## src/rtl/flash_security_regs.vh

```
/*
 flash security option loader: register offsets, field positions, codes.
 assumes inclusion by bare name from rtl/ modules.
*/
`ifndef FLASH_SECURITY_REGS_VH
`define FLASH_SECURITY_REGS_VH
// printed offsets are not multiples of four: kept as indices, byte address = 4 * index
`define IDX_WORKING_OPTION 16'h1821
`define IDX_FLASH_CONFIG 16'h1823
`define IDX_WORKING_PROTECT 16'h1824
`define IDX_FLASH_COMMAND 16'h1826
`define IDX_KEY_ENTRY_LO 16'h1828
`define IDX_KEY_ENTRY_HI 16'h1829
`define IDX_SEC_STATUS 16'h182a
`define IDX_LOW_VOLTAGE_CTRL 16'h1809
// nonvolatile byte offsets in the flash array
`define NV_KEY_BASE 16'hffb0
`define NV_PROTECT 16'hffbd
`define NV_OPTION 16'hffbf
// option byte fields
`define OPT_KEY_ENABLE 7
`define OPT_SEC_HI 1
`define OPT_SEC_LO 0
`define OPT_WRITE_MASK 8'hc3
// configuration fields
`define CFG_KEY_ACCESS 5
`define CFG_WRITE_MASK 8'h20
// low voltage control reserved bit position, software writes it as zero
`define LVC_RESERVED_BIT 1
`define LVC_WRITE_MASK 8'hfd
// security encodings
`define SEC_UNSECURED 2'h2
`define SEC_FORCE_SECURE 2'h3
// flash commands
`define CMD_BLANK_CHECK 8'h05
`define CMD_MASS_ERASE 8'h41
// load sequence length: key bytes plus two option bytes
`define LOAD_STEPS 4'ha
`define AXI_OKAY 2'h0
`define AXI_SLVERR 2'h2
`endif

```

## src/rtl/flash_security_option_loader.v

```verilog
/*
 flash_security_option_loader: working option and protection registers
 reloaded from flash at every reset, backdoor key gate and security state,
 reached over an axi4-lite slave.
 assumes a flash array read port and a tag telling whether the current bus
 master is code from secure memory or the background debug interface.
*/
// The AXI4-Lite register port was chosen for this implementation.
// Summary of operation
// every reset reloads the working protection and option registers from their nonvolatile bytes.
// the backdoor key may unlock security only while the key enable bit reads one.
// key entry is taken only from code running in secure memory, all else is refused.
// the background debug interface can never present the key.
// a key enable of zero disables key comparison entirely.
// with the key disabled, security lifts only after a mass erase then a passing blank check.
// the two security bits mean unsecured only for pattern 1:0, secured otherwise.
// software must write the reserved bit of the low voltage control register as zero.
// while secured, ram access from debug or non-secure code is blocked.
// flash command code 05 hex is blank check and 41 hex is mass erase.
// a key match unlocks only until the next reset, a mismatch leaves the part secured.
`timescale 1ns/1ps
`include "flash_security_regs.vh"
module flash_security_option_loader #(
   parameter KEY_WIDTH = 64
) (
   // clock and reset
   input wire clock,
   input wire rst,
   // axi4-lite write address
   input wire [17:0] s_axi_awaddr,
   input wire s_axi_awvalid,
   output wire s_axi_awready,
   // axi4-lite write data
   input wire [31:0] s_axi_wdata,
   input wire [3:0] s_axi_wstrb,
   input wire s_axi_wvalid,
   output wire s_axi_wready,
   // axi4-lite write response
   output reg [1:0] s_axi_bresp,
   output reg s_axi_bvalid,
   input wire s_axi_bready,
   // axi4-lite read address
   input wire [17:0] s_axi_araddr,
   input wire s_axi_arvalid,
   output wire s_axi_arready,
   // axi4-lite read data
   output reg [31:0] s_axi_rdata,
   output reg [1:0] s_axi_rresp,
   output reg s_axi_rvalid,
   input wire s_axi_rready,
   // access source of the current bus master
   input wire from_secure_code,
   input wire from_debug,
   // flash array read port
   output wire [15:0] nv_addr,
   input wire [7:0] nv_data,
   // flash controller status
   input wire erase_done,
   input wire blank_ok,
   // ram gate
   input wire ram_req,
   input wire ram_from_debug,
   input wire ram_from_nonsecure,
   output wire ram_grant,
   // status to the chip
   output wire secured,
   output wire load_done,
   output wire [7:0] working_protection_reg,
   output wire [7:0] working_option_reg
);
   reg [7:0] prot_r;
   reg [7:0] opt_r;
   reg [7:0] cfg_r;
   reg [7:0] cmd_r;
   reg [7:0] lvc_r;
   reg [KEY_WIDTH-1:0] stored_key_r;
   reg [KEY_WIDTH-1:0] entered_key_r;
   reg key_unlock_r;
   reg erase_seen_r;
   reg erase_unlock_r;
   reg key_refused_r;
   reg compare_req_r;
   reg aw_held_r;
   reg w_held_r;
   reg [15:0] aw_idx_r;
   reg [31:0] wdata_r;
   reg [3:0] wstrb_r;
   wire byte_valid;
   wire [3:0] byte_index;
   wire [7:0] byte_data;
   wire key_match;
   wire key_mismatch;
   wire [1:0] sec_field;
   wire key_enabled;
   wire key_source_ok;
   wire wr_fire;
   wire [15:0] ar_idx;
   reg wr_err;
   reg [31:0] rd_word;
   reg rd_err;

   nv_loader u_loader (
      .clock(clock),
      .rst(rst),
      .nv_addr(nv_addr),
      .nv_data(nv_data),
      .byte_valid(byte_valid),
      .byte_index(byte_index),
      .byte_data(byte_data),
      .done(load_done)
   );

   key_compare #(.KEY_WIDTH(KEY_WIDTH)) u_compare (
      .clock(clock),
      .rst(rst),
      .compare_req(compare_req_r),
      .entered_key(entered_key_r),
      .stored_key(stored_key_r),
      .match(key_match),
      .mismatch(key_mismatch)
   );

   // security decode, only 1:0 means unsecured
   assign sec_field = {opt_r[`OPT_SEC_HI], opt_r[`OPT_SEC_LO]};
   assign secured = !load_done || ((sec_field != `SEC_UNSECURED) && !key_unlock_r && !erase_unlock_r);
   assign key_enabled = opt_r[`OPT_KEY_ENABLE];
   // only secure code with key access selected, never debug
   assign key_source_ok = from_secure_code && !from_debug && cfg_r[`CFG_KEY_ACCESS];
   // ram blocked for debug and non-secure code while secured
   assign ram_grant = ram_req && !(secured && (ram_from_debug || ram_from_nonsecure));
   assign working_protection_reg = prot_r;
   assign working_option_reg = opt_r;

   // write channel: address and data accepted in either order
   assign s_axi_awready = !aw_held_r && !s_axi_bvalid;
   assign s_axi_wready = !w_held_r && !s_axi_bvalid;
   assign wr_fire = aw_held_r && w_held_r && !s_axi_bvalid;
   assign s_axi_arready = !s_axi_rvalid;
   assign ar_idx = s_axi_araddr[17:2];

   // write address decode
   always @* begin
      case (aw_idx_r)
         `IDX_WORKING_OPTION, `IDX_FLASH_CONFIG, `IDX_WORKING_PROTECT, `IDX_FLASH_COMMAND,
         `IDX_KEY_ENTRY_LO, `IDX_KEY_ENTRY_HI, `IDX_SEC_STATUS, `IDX_LOW_VOLTAGE_CTRL: wr_err = 1'b0;
         default: wr_err = 1'b1;
      endcase
   end

   // read mux, narrow registers in the low bits
   always @* begin
      rd_err = 1'b0;
      case (ar_idx)
         `IDX_WORKING_OPTION: rd_word = {24'h000000, opt_r};
         `IDX_FLASH_CONFIG: rd_word = {24'h000000, cfg_r & `CFG_WRITE_MASK};
         `IDX_WORKING_PROTECT: rd_word = {24'h000000, prot_r};
         `IDX_FLASH_COMMAND: rd_word = {24'h000000, cmd_r};
         `IDX_LOW_VOLTAGE_CTRL: rd_word = {24'h000000, lvc_r};
         // the entered key is write-only so it cannot be read back by untrusted code
         `IDX_KEY_ENTRY_LO: rd_word = 32'h00000000;
         `IDX_KEY_ENTRY_HI: rd_word = 32'h00000000;
         `IDX_SEC_STATUS: rd_word = {26'h0000000, key_refused_r, erase_unlock_r, key_unlock_r,
                                     load_done, secured, key_enabled};
         default: begin
            rd_word = 32'h00000000;
            rd_err = 1'b1;
         end
      endcase
   end

   // bus handshake and write response
   always @(posedge clock) begin
      if (rst) begin
         aw_held_r <= 1'b0;
         w_held_r <= 1'b0;
         aw_idx_r <= 16'h0000;
         wdata_r <= 32'h00000000;
         wstrb_r <= 4'h0;
         s_axi_bvalid <= 1'b0;
         s_axi_bresp <= `AXI_OKAY;
         s_axi_rvalid <= 1'b0;
         s_axi_rresp <= `AXI_OKAY;
         s_axi_rdata <= 32'h00000000;
      end else begin
         if (s_axi_awvalid && s_axi_awready) begin
            aw_held_r <= 1'b1;
            aw_idx_r <= s_axi_awaddr[17:2];
         end
         if (s_axi_wvalid && s_axi_wready) begin
            w_held_r <= 1'b1;
            wdata_r <= s_axi_wdata;
            wstrb_r <= s_axi_wstrb;
         end
         if (wr_fire) begin
            aw_held_r <= 1'b0;
            w_held_r <= 1'b0;
            s_axi_bvalid <= 1'b1;
            s_axi_bresp <= wr_err ? `AXI_SLVERR : `AXI_OKAY;
         end else if (s_axi_bready) begin
            s_axi_bvalid <= 1'b0;
         end
         if (s_axi_arvalid && s_axi_arready) begin
            s_axi_rvalid <= 1'b1;
            s_axi_rdata <= rd_word;
            s_axi_rresp <= rd_err ? `AXI_SLVERR : `AXI_OKAY;
         end else if (s_axi_rready) begin
            s_axi_rvalid <= 1'b0;
         end
      end
   end

   // register file, reload from flash and the security state machine
   always @(posedge clock) begin
      if (rst) begin
         // secure defaults until the nonvolatile bytes arrive
         prot_r <= 8'h00;
         opt_r <= {6'h00, `SEC_FORCE_SECURE};
         cfg_r <= 8'h00;
         cmd_r <= 8'h00;
         lvc_r <= 8'h00;
         stored_key_r <= {KEY_WIDTH{1'b0}};
         entered_key_r <= {KEY_WIDTH{1'b0}};
         key_unlock_r <= 1'b0;
         erase_seen_r <= 1'b0;
         erase_unlock_r <= 1'b0;
         key_refused_r <= 1'b0;
         compare_req_r <= 1'b0;
      end else begin
         compare_req_r <= 1'b0;
         // reload of the nonvolatile bytes after every reset
         if (byte_valid) begin
            if (byte_index < 4'h8)
               stored_key_r[byte_index*8 +: 8] <= byte_data;
            else if (byte_index == 4'h8)
               prot_r <= byte_data;
            else
               opt_r <= byte_data;
         end
         if (wr_fire && !wr_err && wstrb_r[0]) begin
            case (aw_idx_r)
               `IDX_FLASH_CONFIG: cfg_r <= wdata_r[7:0] & `CFG_WRITE_MASK;
               `IDX_WORKING_PROTECT: prot_r <= wdata_r[7:0];
               `IDX_FLASH_COMMAND: cmd_r <= wdata_r[7:0];
               // reserved bit forced low in case software breaks its side
               `IDX_LOW_VOLTAGE_CTRL: lvc_r <= wdata_r[7:0] & `LVC_WRITE_MASK;
               `IDX_KEY_ENTRY_LO: begin
                  if (key_source_ok && load_done)
                     entered_key_r[31:0] <= wdata_r;
                  else
                     key_refused_r <= 1'b1;
               end
               `IDX_KEY_ENTRY_HI: begin
                  // high word triggers the compare, only with key enabled
                  if (key_source_ok && key_enabled && load_done) begin
                     entered_key_r[KEY_WIDTH-1:32] <= wdata_r[KEY_WIDTH-33:0];
                     compare_req_r <= 1'b1;
                  end else begin
                     key_refused_r <= 1'b1;
                  end
               end
               // write one to clear the refused flag
               `IDX_SEC_STATUS: if (wdata_r[5]) key_refused_r <= 1'b0;
               default: ;
            endcase
         end
         // match lifts security until next reset, mismatch leaves it set
         if (key_match && key_enabled)
            key_unlock_r <= 1'b1;
         // mass erase then blank check, the path left when the key is off
         if (erase_done && cmd_r == `CMD_MASS_ERASE)
            erase_seen_r <= 1'b1;
         if (blank_ok && cmd_r == `CMD_BLANK_CHECK && erase_seen_r)
            erase_unlock_r <= 1'b1;
         // late refusal set wins over a same-cycle clear
         if (key_mismatch)
            key_refused_r <= 1'b1;
      end
   end
endmodule // flash_security_option_loader

```

## src/rtl/nv_loader.v

```verilog
/*
 nv_loader: after reset, walks the nonvolatile bytes out of the flash array
 one read a cycle and hands each byte with its step index to the caller.
 assumes the flash array returns read data on the cycle after the address.
*/
`timescale 1ns/1ps
`include "flash_security_regs.vh"
module nv_loader (
   // clock and reset
   input wire clock,
   input wire rst,
   // flash read port
   output reg [15:0] nv_addr,
   input wire [7:0] nv_data,
   // captured byte
   output reg byte_valid,
   output reg [3:0] byte_index,
   output reg [7:0] byte_data,
   output reg done
);
   reg [3:0] step_r;
   reg issued_r;
   reg [3:0] last_r;

   // address for each step: eight key bytes, protection, option
   always @* begin
      if (step_r < 4'h8)
         nv_addr = `NV_KEY_BASE + {12'h000, step_r};
      else if (step_r == 4'h8)
         nv_addr = `NV_PROTECT;
      else
         nv_addr = `NV_OPTION;
   end

   // one byte per cycle, data seen a cycle after its address
   always @(posedge clock) begin
      if (rst) begin
         step_r <= 4'h0;
         issued_r <= 1'b0;
         last_r <= 4'h0;
         byte_valid <= 1'b0;
         byte_index <= 4'h0;
         byte_data <= 8'h00;
         done <= 1'b0;
      end else begin
         byte_valid <= issued_r;
         byte_index <= last_r;
         byte_data <= nv_data;
         // done rises the cycle after the last byte is handed over, so the option byte is in place when it is seen
         if (byte_valid && byte_index == `LOAD_STEPS - 4'h1)
            done <= 1'b1;
         if (step_r != `LOAD_STEPS) begin
            issued_r <= 1'b1;
            last_r <= step_r;
            step_r <= step_r + 4'h1;
         end else begin
            issued_r <= 1'b0;
         end
      end
   end
endmodule // nv_loader

```

## src/rtl/key_compare.v

```verilog
/*
 key_compare: compares a software-entered 64-bit key with the stored
 backdoor key and reports a one-cycle match or mismatch pulse.
 assumes both keys are stable while compare_req is high.
*/
`timescale 1ns/1ps
module key_compare #(
   parameter KEY_WIDTH = 64
) (
   // clock and reset
   input wire clock,
   input wire rst,
   // request
   input wire compare_req,
   input wire [KEY_WIDTH-1:0] entered_key,
   input wire [KEY_WIDTH-1:0] stored_key,
   // result
   output reg match,
   output reg mismatch
);
   wire [KEY_WIDTH-1:0] diff;
   genvar i;

   // per-bit difference
   generate
      for (i = 0; i < KEY_WIDTH; i = i + 1) begin : g_bit
         assign diff[i] = entered_key[i] ^ stored_key[i];
      end
   endgenerate

   // registered verdict
   always @(posedge clock) begin
      if (rst) begin
         match <= 1'b0;
         mismatch <= 1'b0;
      end else begin
         match <= compare_req && (diff == {KEY_WIDTH{1'b0}});
         mismatch <= compare_req && (diff != {KEY_WIDTH{1'b0}});
      end
   end
endmodule // key_compare

```

## config.mk

```make
export PLATFORM = sky130hd
export DESIGN_NAME = flash_security_option_loader
export DESIGN_NICKNAME = d
export VERILOG_FILES = /design/src/rtl/flash_security_option_loader.v /design/src/rtl/nv_loader.v /design/src/rtl/key_compare.v
export VERILOG_INCLUDE_DIRS = /design/src /design/src/rtl
export SDC_FILE = /design/constraint.sdc
export NUM_CORES = 1
export LEC_CHECK = 0
export BUFFER_PORTS_ARGS = -buffer_cell sky130_fd_sc_hd__buf_4
export CORE_MARGIN = 3
export CORE_UTILIZATION = 47
export CTS_CLUSTER_SIZE = 14
export DETAILED_ROUTE_END_ITERATION = 8
export GPL_ROUTABILITY_DRIVEN = 1
export GPL_TIMING_DRIVEN = 0
export MAX_ROUTING_LAYER = met4
export PLACE_DENSITY = 0.64
export SLEW_MARGIN = 10
export SYNTH_ARGS = -nofsm -noshare
export SYNTH_HDL_FRONTEND = slang
export SYNTH_SLANG_ARGS = --single-unit
```

## constraint.sdc

```tcl
create_clock -name clock -period 4.79 [get_ports clock]
set_input_delay 0.479 -clock clock [delete_from_list [all_inputs] [get_ports clock]]
set_output_delay 0.479 -clock clock [all_outputs]
set_load 0.02 [all_outputs]
```

---- Word level (Yosys, flattened, before mapping) ----
Index checks and enable logic that the tools add are counted.
word-level totals
  flip-flop bits (word level) ............. 279
  bits of input ports ..................... 94
  output and inout bits ................... 76
  logic and storage cells ................. 210
operators by class
  $add $sub $neg .......................... 3
  $lt $le $gt $ge ......................... 2
  equal/unequal tests ..................... 26
  shift operators ......................... 2
  multiplexer cells ....................... 23
  bitwise gates (word level) .............. 68
  reductions and logical operators ........ 54
operator list
  operator                 count
  $eq 16x13->1 const B     16
  $bwmux 64                1
  $logic_not 64->1         1
  $reduce_bool 64->1       1
  $shift 8x34->64 const A  1
  $shiftx 8x34->64         1
  $xor 1x1->1              64
  $pmux 8 s6               1
  $mux 8                   5
  $neg 7->34               1
  $logic_and 1x1->1        25
  $mux 16                  1
  $reduce_or 8->1          2
  $eq 4x4->1 const B       3
  $mux 1                   11
  $add 8x5->9 const A      1
  $logic_not 1->1          9
  $ne 3x2->1 const B       3
  $reduce_and 3->1         3
  $eq 8x3->1 const B       1
  $eq 8x7->1 const B       1
  $lt 4x4->1 const B       2
  $reduce_and 2->1         4
  $mux 2                   3
  11 further kinds         17

---- Longest topological paths before layout ----
  depth after elaboration ................. 9
  depth in mapped cells ................... 9
  gate-level depth less buffers ........... 7

---- By module ----
From an unflattened synthesis, not the netlist that was laid out.
second synthesis, totals
  cell total of the unflattened synthesis .. 1227
  area total of the unflattened synthesis .. 10855.4 um2
modules (own cells, without submodules)
  module                        instances  cells each  area an instance (um2)  seq. area each (um2)
  flash_security_option_loader  1          1048        9176.3                  4564.4
  nv_loader                     1          89          917.1                   460.4
  key_compare                   1          90          762.0                   40.0

---- Worst setup path after synthesis ----
No wires, ideal clock.
  path kind ............................... flip-flop to flip-flop
  start point ............................. register u_loader.byte_index[0]
  end point ............................... register stored_key_r[32]
  setup time .............................. 0.128 ns
  arrival time ............................ 2.192 ns
  required time ........................... 4.662 ns
  path slack .............................. 2.470 ns
  stages on the path, launching flop included .. 10
  path buffers ............................ 2
  clock period less this slack ............ 2.320 ns
  cell sequence ........................... dfxtp_1 > buf_2 > inv_1 > ha_1 > nand2b_1 > a311o_1 > or4_1 > buf_2 > mux2i_1 > nor2_1
between the ends
  word-level cells in the longest chain between the ends .. 3
  elaborated cells on any way between the ends .. 6
  those cells by class .................... add/sub: 1; order compare: 1; shift: 2; mux: 1; reduce/logical: 1
RTL lines
  what                                                 line                                source
  start, declared                                      nv_loader.v:17                      output reg [3:0] byte_index,
  start signal, assigned                               nv_loader.v:47                      byte_index <= last_r;
  $neg 7->34                                           flash_security_option_loader.v:233  stored_key_r[byte_index*8 +: 8] <= byte_data;
  $shiftx 8x34->64 or $shift 8x34->64 (tied branches)  flash_security_option_loader.v:233
  $bwmux 64                                            flash_security_option_loader.v:233
  end signal, assigned                                 flash_security_option_loader.v:221  stored_key_r <= {KEY_WIDTH{1'b0}};
  end signal, assigned by index                        flash_security_option_loader.v:233
  end, declared                                        flash_security_option_loader.v:76   reg [KEY_WIDTH-1:0] stored_key_r;
Parallel ways exist; a longest one is shown, timed or not.
A chain may end at the register's enable or synchronous reset.

---- Worst setup path in the final report ----
  start point ............................. register u_loader.byte_index[0]
  end point ............................... register stored_key_r[11]
The elaborated chain is that of the path after synthesis.

==> metrics.md <==
| Metric | Value |
|---|---|
| CP Max Fanout | 10 |
| Final Skew | 0.01204 ns |
| Critical Path RT | approximately 5.2 ns |
| Post-Route Utilization | 57.99% |
| Max Fclk | 347.5 MHz |
| CTS hold repair buffers | 0 |
| Post-CTS Setup Bufs | 0 |
| Die Footprint | 0.02509 sq mm |
| Worst skew pair latency | ~0.52 ns |
| RSZ-0062 raised after global routing | false |
| Final hold viol count | 0 |
| Internal Power | approximately 0.0035 W |
| Placed Area | 0.01232 sq mm |
| Ys Warns | 0 |
| Fin area | 0.01317 sq mm |
| Via density | about 5.2 |
| CP arrival | around 3.3 ns |
| Most frequent cells in the layout | dfxtp_1, nor2_1, buf_4 |
| Die width | 158.4 um |
| CP max-delay cell | nor4_4 |
| Adder-cell share of the synthesized area | 0.6877% |
| Setup CP Type | reg -> reg |
| Distinct cells, synth | 65 |
| Share of cells above drive strength 1 | between 10% and 20% |
| Synth-to-Final Area Change | 20.63% |
| DRT antenna net count | 0 |
| Die Ht | about 160 um |
| Clock share of power | 44.1% |
| Run status | complete, no violations |
| GRT Overall Usage | between 20% and 30% |
| Nets | 1,452 |
| FF+latch count, synth | 253 |
| Top FF cell, synth | dfxtp_1 |
| Fill cell count | 2,099 |
| Worst-path clk slew | 0.06 ns |
| Synth Instances | 1,166 |
| Post-synthesis cell area | 0.01092 sq mm |
| Antenna diodes | 0 |
| Largest regs | entered_key_r x64, stored_key_r x64, wdata_r x32 |
| Tcrit/Tclk final | 60.07% |
| GPL Wtd Cong | around 0.9 |
| Post-route minimum period | 2.877 ns |
| Crit-path cells | buf_2 > inv_1 > ha_1 > xnor2_1 > inv_1 > nor4_4 > mux2i_1 > nor2_1 |
| Pin count of the biggest net entering global routing | 14 |
| Crit path top cell by count | inv_1 |
| Vias in the first global route | 7,945 |
| Number of enable flip-flop cells after synthesis | 0 |
| Startpoint Class | flip-flop |
| Power, Total | 0.004550 W |
| Antenna violations before repair | 1 |
| Mean Syn Cell Area | 9.363 sq um |
| # Max-Cap Violations | 0 |
| Setup Viol. Count Final | 0 |
| Post-CTS sizing | 0 |
| DRT Wirelength | 29,370 um |
| Initial DRC Count | approximately 500 |
| DRC violations left | 0 |
| Flop pwr share | 48.3% |
| Port Buffers | roughly 120 |
| Relative slew slack | 34.43% |
| CP Capture Type | flip-flop |
| Clock Tree Buf Depth | 3 |
| DR WL/cell | 17.78 um |
| Pleak | 6.030 nW |
| Proportion of synthesized area in mux cells | 14.76% |
| Core area | ~0.023 sq mm |
| CTS tree | done |
| Clock sink total | 253 |
| Largest family of logic cells by synthesized area | simple AND/OR/NAND/NOR gates |
| Initial Util | 48.07% |
| CTS root buffer | clkbuf_16 |
| Grt total ovfl | 0 |
| Xor and xnor area share after synthesis | 5.456% |
| Slew Viols, Final | 0 |
| Ys async rst share | 0% |
| Post-synthesis sequential area ratio | 46.40% |
| Simple-Gate Fraction of Synth Area | 20.69% |
| First-pass detailed-route iteration total | 5 |
| Slew @ Worst Pin | ~0.98 ns |
| Switch share | 23.11% |
| CTS Buf Count | 26 |
| Synth Area in Compound Gates | 6.682% |
| Via count | 8,630 |
| CP peak stage delay | slightly above 0.8 ns |
| Dpl hpwl | 21,640 um |
| Psw | 0.001052 W |
| H-tree depth | 1 |
| Gate power share | 7.6% |
| Peak VDD IR | 214.3 uV |
| Commonest non-fill, non-tap cell in the layout | dfxtp_1 |
| Power density over the cells | 345.5 mW/mm^2 |
| # rows | 55 |
| # IOs | 170 |
| First-pass GRT wire length | 44,730 um |
| Setup TNS | 0 ns |
| Hold/Removal Path Class | in -> reg |
final timing paths:
check,start,to,slack [ns],depth (start not counted)
max,u_loader.byte_index[0]$_SDFF_PP0_,stored_key_r[11]$_SDFFE_PP0P_,1.91,8
min,s_axi_rready,s_axi_rvalid$_SDFFE_PP0P_,0.14,2
max reg2reg,u_loader.byte_index[0]$_SDFF_PP0_,stored_key_r[11]$_SDFFE_PP0P_,1.91,8
min reg2reg,s_axi_rdata[4]$_SDFFE_PP0P_,s_axi_rdata[4]$_SDFFE_PP0P_,0.45,2
cell families after synthesis:
group                    Yosys count
adder cells (fa/ha/maj)            6
multiplexers                     160
other                              2
AND/OR/NAND/NOR                  448
XOR/XNOR                          68
flip-flops                       253
buffers and inverters            110
AO/OA/AOI/OAI                    119
power by group through the flow:
stage | registers, W | clock network [W] | logic [W]
6_report | 0.00220 | 0.00201 | 0.000347
3_3_place_gp | 0.00224 | 0 | 0.000344
4_1_cts | 0.00220 | 0.00204 | 0.000347
2_1_floorplan | 0.00222 | 0 | 0.000216
5_1_grt | 0.00220 | 0.00212 | 0.000384
3_5_place_dp | 0.00224 | 0 | 0.000346
routing by layer:
layer / global-route usage, % / vias to the layer above / wire length (um)
met5: - / - / 0
met2: 35.37 / 246 / 13060
met4: 5.326 / 0 / 641
met3: 3.724 / 50 / 1847
li1: - / 4280 / -
met1: 33.55 / 4054 / 13820
through the flow:
step,hold slack (ns),instances,setup slack [ns]
2_1_floorplan,0.4138,1202,2.470
3_3_place_gp,0.4396,1609,1.990
3_5_place_dp,0.4431,1609,2.017
4_1_cts,0.1235,1652,2.005
5_1_grt,0.1262,1652,1.750
6_report,0.1356,1652,1.913
layout make-up:
class                           count  area, sq um  area share, %
Buffer                             98        529.3          4.019
Tap cell                          285        356.6          2.708
Timing Repair Buffer              122        915.9          6.955
Multi-Input combinational cell    839         5413          41.10
Inverter                           12        45.04         0.3420
Clock inverter                      4        73.82         0.5606
Clock buffer                       39        770.7          5.853
Sequential cell                   253         5065          38.46
cells in the mapped netlist, types with 5 or more instances:
cell type | instances | share of area [%]
mux2i_1 | 152 | 14
nor4_1 | 19 | 1.1
ha_1 | 6 | 0.69
mux2_2 | 8 | 0.83
nand3b_1 | 10 | 0.69
nor2b_1 | 24 | 1.4
and2_1 | 19 | 1.1
clkbuf_1 | 46 | 1.6
a21oi_1 | 69 | 3.2
a222oi_1 | 6 | 0.55
and3_1 | 5 | 0.29
nand4_1 | 9 | 0.52
o31ai_1 | 9 | 0.62
nand2_1 | 124 | 4.3
nor3_1 | 6 | 0.28
xor2_1 | 65 | 5.2
buf_4 | 39 | 2.7
nand3_1 | 8 | 0.37
dfxtp_1 | 253 | 46
nor2_1 | 167 | 5.7
or3b_2 | 9 | 0.72
nor3b_1 | 8 | 0.55
buf_2 | 11 | 0.50
inv_1 | 12 | 0.41
nand2b_1 | 7 | 0.40
o21ai_1 | 8 | 0.37
worst max-delay path: cells and delay by family (launching register included):
| family | cells | cell delay (ns) |
|---|---|---|
| buffers and inverters | 3 | 0.53 |
| XOR/XNOR | 1 | 0.37 |
| flip-flops | 1 | 0.39 |
| multiplexers | 1 | 0.29 |
| adder cells (fa/ha/maj) | 1 | 0.29 |
| AND/OR/NAND/NOR | 2 | 0.87 |
Power figures use the tool's default switching activity.
